`src/rtl/dllb_map.svh`:
```
`ifndef DLLB_MAP_SVH
`define DLLB_MAP_SVH

// Register port word addresses
`define DLLB_REG_CTRL 4'h0
`define DLLB_REG_STATUS 4'h1
`define DLLB_REG_MR0 4'h2
`define DLLB_REG_MR1 4'h3
`define DLLB_REG_MR2 4'h4

// Control register fields and reset values (link clock cycles)
`define DLLB_CTRL_MRD_LSB 0
`define DLLB_CTRL_MOD_LSB 8
`define DLLB_CTRL_HOLD_LSB 16
`define DLLB_MRD_RST 8'h04
`define DLLB_MOD_RST 8'h0C
`define DLLB_HOLD_RST 8'h05

// Status register bit positions
`define DLLB_ST_BYPASS 0
`define DLLB_ST_READY 1
`define DLLB_ST_SELFREF 2
`define DLLB_ST_CLKIGN 3
`define DLLB_ST_LATERR 4

// Mode register fields
`define DLLB_MR1_BYPASS_BIT 0
`define DLLB_MR0_LOOP_RESET_BIT 8
`define DLLB_MR0_RL_LSB 4
`define DLLB_MR1_AL_LSB 3
`define DLLB_MR2_WL_LSB 3
`define DLLB_RL_BASE 8'h04
`define DLLB_WL_BASE 8'h05
`define DLLB_BYPASS_LAT 8'h06

// Mode register select on the bank pins
`define DLLB_SEL_MR0 2'h0
`define DLLB_SEL_MR1 2'h1
`define DLLB_SEL_MR2 2'h2

// Command codes on the command pins
`define DLLB_CMD_NOP 3'h0
`define DLLB_CMD_MRS 3'h1
`define DLLB_CMD_SRE 3'h2
`define DLLB_CMD_READ 3'h3
`define DLLB_CMD_LONG_IMPEDANCE_CALIBRATION 3'h4

`endif

```
`src/rtl/dllb_pkg.sv`:
```
package dllb_pkg;

    typedef enum logic [2:0] {
        ST_IDLE = 3'b001,
        ST_SR_HOLD = 3'b010,
        ST_SR_FREE = 3'b100
    } dllb_state_t;

    typedef struct packed {
        logic clk;
        logic cke;
        logic term;
        logic [2:0] cmd;
        logic [1:0] bank;
        logic [12:0] addr;
    } dllb_pins_t;

    typedef struct packed {
        logic [7:0] count;
        logic zero;
    } dllb_cnt_t;

endpackage

```
`src/rtl/dllb_cnt.sv`:
```
`timescale 1ns/1ps
`include "dllb_map.svh"

module dllb_cnt
    import dllb_pkg::*;
#(
    parameter int WIDTH = 8
) (
    input wire logic clk, // System clock
    input wire logic reset_n, // Async reset, active low
    input wire logic load, // Load start value
    input wire logic [WIDTH-1:0] loadVal, // Start value
    input wire logic tick, // Count one link clock edge
    output logic zero // Count has reached zero
);

    if (WIDTH != 8) begin : g_width_check
        $error("dllb_cnt supports WIDTH 8 only");
    end

    dllb_cnt_t st_r;
    dllb_cnt_t st_nxt;

    always_comb begin
        st_nxt = st_r;
        if (load) begin
            st_nxt.count = loadVal;
        end else if (tick && st_r.count != 8'h00) begin
            st_nxt.count = st_r.count - 8'h01;
        end
        st_nxt.zero = (st_nxt.count == 8'h00);
    end

    always_ff @(posedge clk or negedge reset_n) begin
        if (!reset_n) begin
            st_r <= '{count: 8'h00, zero: 1'b1};
        end else begin
            st_r <= st_nxt;
        end
    end

    assign zero = st_r.zero;

endmodule

```
`src/rtl/dllb_seq.sv`:
```
`timescale 1ns/1ps
`include "dllb_map.svh"

module dllb_seq
    import dllb_pkg::*;
(
    input wire logic clk, // System clock, 250 MHz
    input wire logic reset_n, // Async reset, active low
    input wire logic [3:0] regAddr, // Register word address
    input wire logic [31:0] regWdata, // Register write data
    input wire logic regWr, // Register write strobe
    input wire logic regRd, // Register read strobe
    output logic [31:0] regRdata, // Read data, cycle after strobe
    input wire logic memClk, // Memory clock pin
    input wire logic memCke, // Clock enable pin
    input wire logic termCtrl, // Termination control pin
    input wire logic [2:0] memCmd, // Command pins
    input wire logic [1:0] memBank, // Mode register select pins
    input wire logic [12:0] memAddr, // Mode register data pins
    output logic dllBypass, // Delay loop bypassed
    output logic readyForCmd, // Idle with the busy wait over; a pending read still blocks commands
    output logic readStrobeStart, // Read strobe window opens
    output logic inSelfRefresh, // Self refresh active
    output logic clockIgnored, // Clock state is ignored
    output logic latencyError // Latency illegal in bypass
);

    typedef struct packed {
        dllb_pins_t sync1;
        dllb_pins_t sync2;
        logic clkPrev;
        dllb_state_t state;
        logic [12:0] mr0;
        logic [12:0] mr1;
        logic [12:0] mr2;
        logic [7:0] mrdCyc;
        logic [7:0] modCyc;
        logic [7:0] holdCyc;
        logic readPending;
        logic [31:0] rdata;
        logic bypass;
        logic ready;
        logic strobe;
        logic selfRef;
        logic clkIgn;
        logic latErr;
    } dllb_seq_st_t;

    dllb_seq_st_t st_r;
    dllb_seq_st_t st_nxt;

    function automatic logic [7:0] readLat(input logic [12:0] mr0);
        readLat = `DLLB_RL_BASE + {5'h00, mr0[`DLLB_MR0_RL_LSB +: 3]};
    endfunction

    function automatic logic [7:0] writeLat(input logic [12:0] mr2);
        writeLat = `DLLB_WL_BASE + {5'h00, mr2[`DLLB_MR2_WL_LSB +: 3]};
    endfunction

    function automatic logic [7:0] addLat(input logic [12:0] mr0, input logic [12:0] mr1);
        logic [7:0] rl;
        rl = readLat(mr0);
        case (mr1[`DLLB_MR1_AL_LSB +: 2])
            2'h1: addLat = rl - 8'h01;
            2'h2: addLat = rl - 8'h02;
            default: addLat = 8'h00;
        endcase
    endfunction

    logic clkEdge;
    logic cmdTake;
    logic mrsTake;
    logic readTake;
    logic sreTake;
    logic busyLoad;
    logic [7:0] busyVal;
    logic busyZero;
    logic readZero;
    logic [7:0] readDelay;
    logic latBad;

    assign clkEdge = st_r.sync2.clk && !st_r.clkPrev;
    assign latBad = st_r.bypass && (readLat(st_r.mr0) != `DLLB_BYPASS_LAT ||
        writeLat(st_r.mr2) != `DLLB_BYPASS_LAT);
    // Commands are taken on a clock edge only while idle and past every wait
    assign cmdTake = clkEdge && st_r.state == ST_IDLE && busyZero && !st_r.readPending;
    assign mrsTake = cmdTake && st_r.sync2.cmd == `DLLB_CMD_MRS;
    assign sreTake = cmdTake && st_r.sync2.cmd == `DLLB_CMD_SRE && !st_r.sync2.cke;
    assign readTake = cmdTake && st_r.sync2.cmd == `DLLB_CMD_READ && !latBad;
    assign readDelay = addLat(st_r.mr0, st_r.mr1) + readLat(st_r.mr0) -
        (st_r.bypass ? 8'h01 : 8'h00);
    assign busyLoad = mrsTake || sreTake;
    assign busyVal = sreTake ? st_r.holdCyc :
        (st_r.mrdCyc > st_r.modCyc ? st_r.mrdCyc : st_r.modCyc);

    dllb_cnt #(.WIDTH(8)) u_busy (
        .clk(clk),
        .reset_n(reset_n),
        .load(busyLoad),
        .loadVal(busyVal),
        .tick(clkEdge),
        .zero(busyZero)
    );

    dllb_cnt #(.WIDTH(8)) u_read (
        .clk(clk),
        .reset_n(reset_n),
        .load(readTake),
        .loadVal(readDelay),
        .tick(clkEdge),
        .zero(readZero)
    );

    always_comb begin
        st_nxt = st_r;
        st_nxt.sync1 = '{clk: memClk, cke: memCke, term: termCtrl, cmd: memCmd, bank: memBank, addr: memAddr};
        st_nxt.sync2 = st_r.sync1;
        st_nxt.clkPrev = st_r.sync2.clk;
        st_nxt.strobe = 1'b0;
        st_nxt.rdata = 32'h0000_0000;
        if (regWr && regAddr == `DLLB_REG_CTRL) begin
            st_nxt.mrdCyc = regWdata[`DLLB_CTRL_MRD_LSB +: 8];
            st_nxt.modCyc = regWdata[`DLLB_CTRL_MOD_LSB +: 8];
            st_nxt.holdCyc = regWdata[`DLLB_CTRL_HOLD_LSB +: 8];
        end
        if (regRd) begin
            case (regAddr)
                `DLLB_REG_CTRL: st_nxt.rdata = {8'h00, st_r.holdCyc, st_r.modCyc, st_r.mrdCyc};
                `DLLB_REG_STATUS: st_nxt.rdata = {27'h0000000, st_r.latErr, st_r.clkIgn,
                    st_r.selfRef, st_r.ready, st_r.bypass};
                `DLLB_REG_MR0: st_nxt.rdata = {19'h00000, st_r.mr0};
                `DLLB_REG_MR1: st_nxt.rdata = {19'h00000, st_r.mr1};
                `DLLB_REG_MR2: st_nxt.rdata = {19'h00000, st_r.mr2};
                default: st_nxt.rdata = 32'h0000_0000;
            endcase
        end
        if (mrsTake) begin
            case (st_r.sync2.bank)
                `DLLB_SEL_MR0: st_nxt.mr0 = st_r.sync2.addr;
                `DLLB_SEL_MR1: st_nxt.mr1 = st_r.sync2.addr;
                `DLLB_SEL_MR2: st_nxt.mr2 = st_r.sync2.addr;
                default: st_nxt.mr0 = st_r.mr0;
            endcase
        end
        if (readTake) begin
            st_nxt.readPending = 1'b1;
        end else if (st_r.readPending && readZero) begin
            st_nxt.readPending = 1'b0;
            st_nxt.strobe = 1'b1;
        end
        // Mode registers are left alone in self refresh; contents stay intact
        case (st_r.state)
            ST_IDLE: begin
                if (sreTake) begin
                    st_nxt.state = ST_SR_HOLD;
                end
            end
            ST_SR_HOLD: begin
                if (st_r.sync2.cke) begin
                    st_nxt.state = ST_IDLE;
                end else if (busyZero) begin
                    st_nxt.state = ST_SR_FREE;
                end
            end
            ST_SR_FREE: begin
                if (st_r.sync2.cke) begin
                    st_nxt.state = ST_IDLE;
                end
            end
            default: st_nxt.state = ST_IDLE;
        endcase
        st_nxt.bypass = st_nxt.mr1[`DLLB_MR1_BYPASS_BIT];
        st_nxt.latErr = latBad;
        st_nxt.ready = st_r.state == ST_IDLE && busyZero && !busyLoad;
        st_nxt.selfRef = st_nxt.state != ST_IDLE;
        st_nxt.clkIgn = st_nxt.state == ST_SR_FREE;
    end

    always_ff @(posedge clk or negedge reset_n) begin
        if (!reset_n) begin
            st_r <= '0;
            st_r.state <= ST_IDLE;
            st_r.mrdCyc <= `DLLB_MRD_RST;
            st_r.modCyc <= `DLLB_MOD_RST;
            st_r.holdCyc <= `DLLB_HOLD_RST;
        end else begin
            st_r <= st_nxt;
        end
    end

    assign regRdata = st_r.rdata;
    assign dllBypass = st_r.bypass;
    assign readyForCmd = st_r.ready;
    assign readStrobeStart = st_r.strobe;
    assign inSelfRefresh = st_r.selfRef;
    assign clockIgnored = st_r.clkIgn;
    assign latencyError = st_r.latErr;

    // Helper counters for the checks below
    logic [7:0] readEdges;
    logic [7:0] readExp;
    logic [7:0] mrsEdges;
    logic [7:0] mrsExp;
    always_ff @(posedge clk or negedge reset_n) begin
        if (!reset_n) begin
            readEdges <= 8'h00;
            readExp <= 8'h00;
            mrsEdges <= 8'h00;
            mrsExp <= 8'h00;
        end else begin
            if (readTake) begin
                readEdges <= 8'h00;
                readExp <= readDelay;
            end else if (clkEdge && readEdges != 8'hFF) begin
                readEdges <= readEdges + 8'h01;
            end
            if (mrsTake) begin
                mrsEdges <= 8'h00;
                mrsExp <= busyVal;
            end else if (clkEdge && mrsEdges != 8'hFF) begin
                mrsEdges <= mrsEdges + 8'h01;
            end
        end
    end

    property p_bypass_bit;
        @(posedge clk) disable iff (!reset_n)
        mrsTake && st_r.sync2.bank == `DLLB_SEL_MR1 |=> dllBypass == $past(st_r.sync2.addr[0]);
    endproperty
    a_bypass_bit: assert property (p_bypass_bit) else $error("bypass does not follow mode bit");

    property p_lat_flag;
        @(posedge clk) disable iff (!reset_n)
        latBad |=> latencyError;
    endproperty
    a_lat_flag: assert property (p_lat_flag) else $error("latency error not flagged");

    property p_no_read_bad_lat;
        @(posedge clk) disable iff (!reset_n)
        latBad |-> !readTake;
    endproperty
    a_no_read_bad_lat: assert property (p_no_read_bad_lat) else $error("read taken with bad latency");

    property p_strobe_delay;
        @(posedge clk) disable iff (!reset_n)
        readStrobeStart |-> readEdges == readExp;
    endproperty
    a_strobe_delay: assert property (p_strobe_delay) else $error("strobe window at wrong edge");

    property p_busy_after_mrs;
        @(posedge clk) disable iff (!reset_n)
        mrsTake |=> !readyForCmd ##1 !readyForCmd;
    endproperty
    a_busy_after_mrs: assert property (p_busy_after_mrs) else $error("ready too soon after mode write");

    property p_ready_wait;
        @(posedge clk) disable iff (!reset_n)
        $rose(readyForCmd) && !inSelfRefresh |-> mrsEdges >= mrsExp;
    endproperty
    a_ready_wait: assert property (p_ready_wait) else $error("ready before mode delay elapsed");

    property p_clk_ignored;
        @(posedge clk) disable iff (!reset_n)
        clockIgnored |-> inSelfRefresh && !readStrobeStart && !cmdTake;
    endproperty
    a_clk_ignored: assert property (p_clk_ignored) else $error("clock ignored outside self refresh");

    property p_keep_contents;
        @(posedge clk) disable iff (!reset_n)
        inSelfRefresh && $past(inSelfRefresh) |-> $stable({st_r.mr0, st_r.mr1, st_r.mr2});
    endproperty
    a_keep_contents: assert property (p_keep_contents) else $error("mode registers changed in self refresh");

    c_bypass: cover property (@(posedge clk) disable iff (!reset_n) $rose(dllBypass));
    c_strobe: cover property (@(posedge clk) disable iff (!reset_n) readStrobeStart && dllBypass);
    c_sr_free: cover property (@(posedge clk) disable iff (!reset_n) $rose(clockIgnored));
    c_sr_exit: cover property (@(posedge clk) disable iff (!reset_n) $fell(inSelfRefresh));

endmodule
```
`config.mk`:
```
export PLATFORM = sky130hd
export DESIGN_NAME = dllb_seq
export DESIGN_NICKNAME = d
export VERILOG_FILES = /design/src/rtl/dllb_pkg.sv /design/src/rtl/dllb_cnt.sv /design/src/rtl/dllb_seq.sv
export VERILOG_INCLUDE_DIRS = /design/src /design/src/rtl
export SDC_FILE = /design/constraint.sdc
export NUM_CORES = 1
export LEC_CHECK = 0
export BUFFER_PORTS_ARGS = -buffer_cell sky130_fd_sc_hd__buf_2
export CORE_UTILIZATION = 35
export DETAILED_ROUTE_END_ITERATION = 8
export PLACE_DENSITY = 0.62
export SYNTH_ARGS = -nofsm -noshare
export SYNTH_HDL_FRONTEND = slang
export SYNTH_SLANG_ARGS = --single-unit
```
`constraint.sdc`:
```
create_clock -name clk -period 6.65 [get_ports clk]
set_input_delay 0.665 -clock clk [delete_from_list [all_inputs] [get_ports clk]]
set_output_delay 0.665 -clock clk [all_outputs]
set_load 0.05 [all_outputs]
```
==> results of run 1 <==
==> registers in the layout, indices dropped and copies added (netlist names) <==
register,count
u_busy.st_r,8
u_read.st_r,8
regRdata,24
u_read.zero,1
st_r,87
clockIgnored,1
st_nxt,21
readStrobeStart,1
latencyError,1
readyForCmd,1
inSelfRefresh,1
u_busy.zero,1
==> final cells by class <==
class                           count  area (µm²)
Inverter                           33         124
Fill cell                        1838       11400
Timing Repair Buffer               85         442
Clock buffer                       17         425
Multi-Input combinational cell    339        2760
Sequential cell                   155        3890
Tap cell                          265         332
Clock inverter                     15         206
==> worst max-delay path: stages, from the launching register on <==
cell,delay (ns)
sky130_fd_sc_hd__dfrtp_1,0.46
sky130_fd_sc_hd__inv_1,0.13
sky130_fd_sc_hd__ha_1,0.31
sky130_fd_sc_hd__inv_1,0.06
sky130_fd_sc_hd__a22oi_1,0.05
sky130_fd_sc_hd__or2_2,0.29
sky130_fd_sc_hd__ha_1,0.34
sky130_fd_sc_hd__inv_1,0.06
sky130_fd_sc_hd__ha_1,0.28
sky130_fd_sc_hd__a21o_1,0.18
sky130_fd_sc_hd__a21oi_1,0.19
sky130_fd_sc_hd__nand2b_1,0.17
sky130_fd_sc_hd__nand3b_1,0.11
sky130_fd_sc_hd__xnor2_1,0.16
sky130_fd_sc_hd__mux2i_1,0.13
sky130_fd_sc_hd__nor4_1,0.27
sky130_fd_sc_hd__nor4b_1,0.31
==> power by group through the flow <==
stage          Combinational, mW  Sequential (mW)  Clock (mW)
2_1_floorplan              0.356             1.16           0
3_3_place_gp               0.449             1.19           0
3_5_place_dp               0.477             1.20           0
4_1_cts                    0.482             1.18        1.05
5_1_grt                    0.541             1.19        1.09
6_report                   0.479             1.18        1.03
==> through the flow <==
step | hold WS, ns | setup WS [ns] | util [%] | instance area, µm² | power, mW
6_report | 0.241 | 3.05 | 41.8 | 8180 | 2.69
2_1_floorplan | 0.331 | 3.61 | - | 7080 | 1.51
3_5_place_dp | 0.335 | 3.18 | 38.5 | 7550 | 1.67
4_1_cts | 0.252 | 3.12 | 41.8 | 8180 | 2.71
3_3_place_gp | 0.332 | 3.20 | 38.5 | 7550 | 1.64
5_1_grt | 0.271 | 2.82 | 41.8 | 8180 | 2.83
==> cells by family after synthesis <==
logic type | after synthesis | share of synthesized area [%]
AOI/OAI and AO/OA | 102 | 9.32
xor gates and xnor gates | 14 | 1.74
adders and majority gates | 28 | 5.08
buffers and inverters | 81 | 6.30
DFF | 155 | 55.2
muxes | 73 | 11.5
other | 1 | 0.0532
and+or+nand+nor | 114 | 10.9
==> layer usage <==
metal | up-vias | part of all wire (%) | track usage, %
li1 | 2114 | - | -
met1 | 2252 | 44 | 19.5
met2 | 116 | 50 | 27.2
met3 | 16 | 4.6 | 4.67
met4 | 0 | 1.4 | 5.38
met5 | - | 0 | 0
==> Yosys cell counts (5+ instances only) <==
library cell               count  share of area (%)
sky130_fd_sc_hd__mux2i_1      11                1.6
sky130_fd_sc_hd__xnor2_1      10                1.2
sky130_fd_sc_hd__nor2b_1       8               0.71
sky130_fd_sc_hd__o21ai_0      13               0.92
sky130_fd_sc_hd__nor2_1       16               0.85
sky130_fd_sc_hd__and3_1       12                1.1
sky130_fd_sc_hd__o21ai_1       7               0.50
sky130_fd_sc_hd__mux2_1       27                4.3
sky130_fd_sc_hd__a21oi_1      39                2.8
sky130_fd_sc_hd__a222oi_1      8                1.1
sky130_fd_sc_hd__nand2_1      23                1.2
sky130_fd_sc_hd__ha_1         27                4.8
sky130_fd_sc_hd__nand2b_1      7               0.62
sky130_fd_sc_hd__a22oi_1      11                1.2
sky130_fd_sc_hd__clkbuf_1     10               0.53
sky130_fd_sc_hd__dfstp_2       8                3.0
sky130_fd_sc_hd__buf_4        35                3.7
sky130_fd_sc_hd__nor4_1        5               0.44
sky130_fd_sc_hd__inv_1        33                1.8
sky130_fd_sc_hd__dfrtp_1     147                 52
sky130_fd_sc_hd__mux2_2       35                5.6
==> worst max-delay path by stage <==
stage,startpoint,cells past startpoint,to
detailed placement,st_r[93],16,u_read.zero
global placement,st_r[93],16,u_read.zero
global route,st_r[93],16,u_read.zero
floorplan,st_r[93],16,u_read.zero
finish,st_r[93],16,u_read.zero
CTS,st_r[93],16,u_read.zero
==> results.txt, run 1 <==
----------------------------------------------------
[Routing]
  Via-per-instance ratio ... 4.95
  Vias ... 4498
  Number of search-and-repair iterations in the first detailed-routing pass ... 5
  # DRC ... 0
  Detailed Route WL ... 15400 µm
  Detail-routed net length per standard cell ... 16.9 µm
  Routed Antenna Nets ... 0
  Violation count after the first detailed-routing iteration ... 296

[Clock network]
  Number of CTS-inserted buffers ... 17
  Sinks on the clock net ... 155
  Maximum root-to-sink buffer count ... 2
  Setup repair bufs after CTS ... 0
  Clock root buffer ... sky130_fd_sc_hd__clkbuf_16
  Quantity of gates resized following cts ... 0
  TritonCTS clock tree ... done
  Cts hold-fix bufs ... 0
  Clock Pin Slew Worst Setup and Hold Paths ... 0.07 ns
  Number of H-tree levels ... 4
  Clock latency reported for the late side of the worst-skew pair ... 0.43 ns

[Run status]
  Result of the run ... completed

[Synthesis]
  Synth Register Bits ... 155
  Netlist area before placement ... 7050 µm²
  Instance count of the mapped netlist ... 568
  Synthesis Warnings ... 0
  Sequential-to-total area share from yosys stat ... 55.2%
  EDFF count, synth ... 0
  Average cell area after synthesis ... 12.4 µm²
  Distinct cell type count after synthesis ... 66
  Share of flip-flops with an asynchronous set or reset after synthesis ... 100%
  Main synth FF type ... sky130_fd_sc_hd__dfrtp_1

[STA]
  Final count of negative-setup-slack endpoints ... 0
  Minimum period implied by the final worst setup slack ... 3.60 ns
  Highest attainable clock frequency ... 0.277 GHz
  Number of hold-slack violations in the final timing report ... 0
  Summed negative setup slack over all endpoints ... 0 ns
  Max-Slew Margin vs Limit ... 25.0%
  RSZ-0062 raised after global routing ... no
  Slew Viols, Final ... 0
  Setup Skew ... 0.00872 ns
  Worst-Margin Slew ... 1.12 ns
  Final clock period utilization by the worst path ... 54.2%

[Floorplan]
  Die area ... 20700 µm²
  X dimension of the die ... 144 µm
  Die H ... 144 µm
  Initial core utilization ... 36.0%
  Core Region ... 19600 µm²
  Io pins ... 99
  Site row count ... 51

[Cells and area]
  Final standard cell count with taps included and fillers excluded ... 909
  Share of final-layout standard cells stronger than drive strength 1 ... 28.7%
  Commonest non-fill, non-tap cell in the layout ... sky130_fd_sc_hd__dfrtp_1
  Post-synthesis to final-layout area growth ... 16.0%
  Number of nets in the finished design ... 720
  Ant. Diodes ... 0
  Top library cells by usage in the layout, fill and taps aside ... sky130_fd_sc_hd__dfrtp_1 (147), sky130_fd_sc_hd__buf_2 (80), sky130_fd_sc_hd__a21oi_1 (39)

[Flow run]
  Max cap viols ... 0

[GRT]
  First-pass GRT wire length ... 24600 µm
  Combined global-route utilization of all metal layers ... 16.1%
  Gr ovfl total ... 0
  Initial antenna violation count ... 0
  Vias in the first global route ... 4684
  Maximum number of pins on one net before global-route repair ... 84

[Worst setup path]
  R2R Setup Slk ... 3.05 ns
  Worst EP arrival ... 3.92 ns
  Worst Path Class, Setup ... register to register
  Startpoint of the most critical register-to-register path ... st_r[93]
  Endpoint of the worst-slack reg-to-reg timing path ... u_read.zero
  Logic depth of the worst register-to-register path ... 16
  Startpoint kind of the worst setup timing path ... register
  Data required time at the worst endpoint ... 6.97 ns
  Crit. End Element ... register
  Worst Path Max Fanout ... 6

[Pwr]
  LEAKAGE ... 3.89 nW
  Clock network fraction of total power ... 38.2%
  Share of total power in combinational logic ... 17.8%
  Power per cell area ... 328 nW/µm²
  Internal Dissipation ... 1.88 mW
  Sequential power share ... 43.9%
  Switching share of power ... 29.9%
  Switching power ... 0.804 mW
  Peak VDD IR ... 0.208 mV

[Placement]
  HPWL reported at the end of detailed placement ... 10900 µm
  Final weighted congestion in routability-driven placement ... 0.826
  Number of input and output port buffers inserted ... 81
  Cells after DPL ... 877

[Hold path]
  Worst min path class ... input port to async pin

----------------------------------------------------
Power figures use the tool's default switching activity.
==> inputs of run 2 (changes only) <==
- clock period: 6.65 -> 3.76 ns (I/O delays scaled with it)
==> results.txt, run 2 (same netlist as run 1, synthesis figures left out) <==
----------------------------------------------------
[STA]
  Final setup slack of the worst path ... 0.303 ns (was 3.05 ns)
  Final clock period utilization by the worst path ... 92.0% (was 54.2%)
  Slew Viols, Final ... 0 (unchanged)
  Max-Slew Margin vs Limit ... 26.7% (was 25.0%)
  Setup Skew ... 0.00839 ns (was 0.00872 ns)
  Number of hold-slack violations in the final timing report ... 0 (unchanged)
  Minimum period implied by the final worst setup slack ... 3.46 ns (was 3.60 ns)
  RSZ-0062 raised after global routing ... no (unchanged)
  Final count of negative-setup-slack endpoints ... 0 (unchanged)
  Worst-Margin Slew ... 1.09 ns (was 1.12 ns)
  Summed negative setup slack over all endpoints ... 0 ns (unchanged)
  Highest attainable clock frequency ... 0.289 GHz (was 0.277 GHz)

[Clock network]
  Sinks on the clock net ... 155 (unchanged)
  Cts hold-fix bufs ... 0 (unchanged)
  Number of CTS-inserted buffers ... 17 (unchanged)
  Maximum root-to-sink buffer count ... 2 (unchanged)
  Clock latency reported for the late side of the worst-skew pair ... 0.43 ns (about the same)
  TritonCTS clock tree ... done (unchanged)
  Number of H-tree levels ... 4 (unchanged)
  Quantity of gates resized following cts ... 0 (unchanged)
  Setup repair bufs after CTS ... 0 (unchanged)
  Clock Pin Slew Worst Setup and Hold Paths ... 0.06 ns (was 0.07 ns)
  Clock root buffer ... sky130_fd_sc_hd__clkbuf_16 (unchanged)

[Routing]
  # DRC ... 0 (unchanged)
  Detailed Route WL ... 15200 µm (was 15400 µm)
  Vias ... 4529 (was 4498)
  Routed Antenna Nets ... 0 (unchanged)
  Number of search-and-repair iterations in the first detailed-routing pass ... 5 (unchanged)
  Detail-routed net length per standard cell ... 16.6 µm (was 16.9 µm)
  Via-per-instance ratio ... 4.96 (was 4.95)
  Violation count after the first detailed-routing iteration ... 248 (was 296)

[Placement]
  Area post-placement ... 7600 µm² (was 7550 µm²)
  HPWL reported at the end of detailed placement ... 11100 µm (was 10900 µm)
  Worst Setup Slack post-DPL ... 0.311 ns (was 3.18 ns)
  Final weighted congestion in routability-driven placement ... 0.776 (was 0.826)
  Number of input and output port buffers inserted ... 81 (unchanged)

[Worst setup path]
  Slowest stage cell on the critical path ... sky130_fd_sc_hd__dfrtp_1 (unchanged)
  Crit. End Element ... register (unchanged)
  Critical path buffers and inverters ... 3 (unchanged)
  Data required time at the worst endpoint ... 4.08 ns (was 6.97 ns)
  CP Cell Sequence ... inv_1, ha_1, inv_1, a22oi_1, or2_2, ha_1, inv_1, ha_1, a21o_1, a21oi_1, nand2b_1, nand3b_1, xnor2_1, mux2i_1, nor4_1, nor4b_1 (unchanged)
  Kind of cell adding the most delay to the critical path ... simple AND/OR/NAND/NOR gates (unchanged)
  Worst Path Max Fanout ... 5 (was 6)
  CP peak stage delay ... 0.41 ns (was 0.46 ns)
  Startpoint kind of the worst setup timing path ... register (unchanged)
  Worst EP arrival ... 3.78 ns (was 3.92 ns)
  Worst Path Class, Setup ... register to register (unchanged)

[Cells and area]
  Ant. Diodes ... 0 (unchanged)
  Number of filler instances in the final layout ... 1844 (was 1838)
  Share of final-layout standard cells stronger than drive strength 1 ... 29.3% (was 28.7%)
  Area of all placed cells without fillers ... 8190 µm² (was 8180 µm²)
  Top register by number of flip-flops ... st_r (unchanged)
  Flip-flop count of the largest register, all copies and words added ... 87 (unchanged)
  Top library cells by usage in the layout, fill and taps aside ... sky130_fd_sc_hd__dfrtp_1 (147), sky130_fd_sc_hd__buf_2 (80), sky130_fd_sc_hd__a21oi_1 (39) (unchanged)
  Multi-input gate area ... 2760 µm² (unchanged)
  Post-synthesis to final-layout area growth ... 16.2% (was 16.0%)
  Commonest non-fill, non-tap cell in the layout ... sky130_fd_sc_hd__dfrtp_1 (unchanged)
  Register Area ... 3890 µm² (unchanged)
  Number of nets in the finished design ... 725 (was 720)

[Pwr]
  Share of total power in combinational logic ... 18.3% (was 17.8%)
  Internal Dissipation ... 3.24 mW (was 1.88 mW)
  Switching share of power ... 29.8% (was 29.9%)
  Sequential power share ... 45.1% (was 43.9%)
  Switching power ... 1.38 mW (was 0.804 mW)
  Clock network fraction of total power ... 36.6% (was 38.2%)
  Power per cell area ... 564 nW/µm² (was 328 nW/µm²)
  Peak VDD IR ... 0.336 mV (was 0.208 mV)
  LEAKAGE ... 3.90 nW (was 3.89 nW)

[Hold path]
  Worst min path class ... input port to async pin (unchanged)

[Floorplan]
  Core Region ... 19600 µm² (unchanged)
  Io pins ... 99 (unchanged)
  Site row count ... 51 (unchanged)
  Die area ... 20700 µm² (unchanged)
  X dimension of the die ... 144 µm (unchanged)
  Initial core utilization ... 36.0% (unchanged)
  Die H ... 144 µm (unchanged)

[GRT]
  Combined global-route utilization of all metal layers ... 15.8% (was 16.1%)
  Maximum number of pins on one net before global-route repair ... 102 (was 84)
  Initial antenna violation count ... 0 (unchanged)
  Vias in the first global route ... 4749 (was 4684)
  Gr ovfl total ... 0 (unchanged)
  First-pass GRT wire length ... 24400 µm (was 24600 µm)

[Run status]
  Result of the run ... completed (unchanged)

[Flow run]
  Max cap viols ... 0 (unchanged)

----------------------------------------------------
[run 2: changes by cell type in the layout (fill, tap and decap cells not counted), sizes merged]
cell	before	now
clkbuf	17	20
buf	85	90
inv	40	38
bufinv	3	1
clkinvlp	1	2
[run 2: worst paths after layout]
path | start | endpoint | slack [ns] | cells past startpoint
worst max-delay path | st_r[94] | u_read.zero | 0.30 | 16
worst min-delay path | reset_n | st_nxt[120] | 0.04 | 1
worst max register to register | st_r[94] | u_read.zero | 0.30 | 16
worst min register to register | st_nxt[112] | st_r[112] | 0.35 | 0
max in group asynchronous | reset_n | st_r[87] | 2.91 | 2
min in group clk | memAddr[0] | st_nxt[106] | 0.05 | 1
[run 2: power groups by stage]
| stage | combinational, mW | sequential, mW | clock [mW] |
|---|---|---|---|
| final | 0.846 | 2.08 | 1.69 |
| after global routing | 0.950 | 2.11 | 1.79 |
| after CTS | 0.850 | 2.08 | 1.73 |
| after detailed placement | 0.842 | 2.11 | 0 |
| after global placement | 0.796 | 2.10 | 0 |
| after floorplan | 0.630 | 2.05 | 0 |
[run 2: routing by layer]
metal | routed length (µm) | GRT usage (%) | vias to the layer above
met4 | 476 | 8.06 | 0
met5 | 0 | 0 | -
li1 | - | - | 2124
met1 | 6710 | 19.4 | 2258
met2 | 7390 | 25.9 | 117
met3 | 609 | 3.80 | 30
[run 2: through the flow]
| stage | hold WS, ns | util, % | total power, mW | instances |
|---|---|---|---|---|
| floorplan | 0.0804 | - | 2.68 | 575 |
| global placement | 0.334 | 38.8 | 2.89 | 882 |
| detailed placement | 0.335 | 38.8 | 2.95 | 882 |
| CTS | 0.0322 | 41.8 | 4.66 | 914 |
| global route | 0.0305 | 41.8 | 4.86 | 914 |
| finish | 0.0441 | 41.8 | 4.62 | 914 |
[run 2: area by class of cell]
class                           instances  area share [%]
Clock inverter                         12            1.57
Sequential cell                       155            47.5
Clock buffer                           20            5.70
Multi-Input combinational cell        339            33.7
Tap cell                              265            4.05
Inverter                               33            1.51
Timing Repair Buffer                   90            6.00
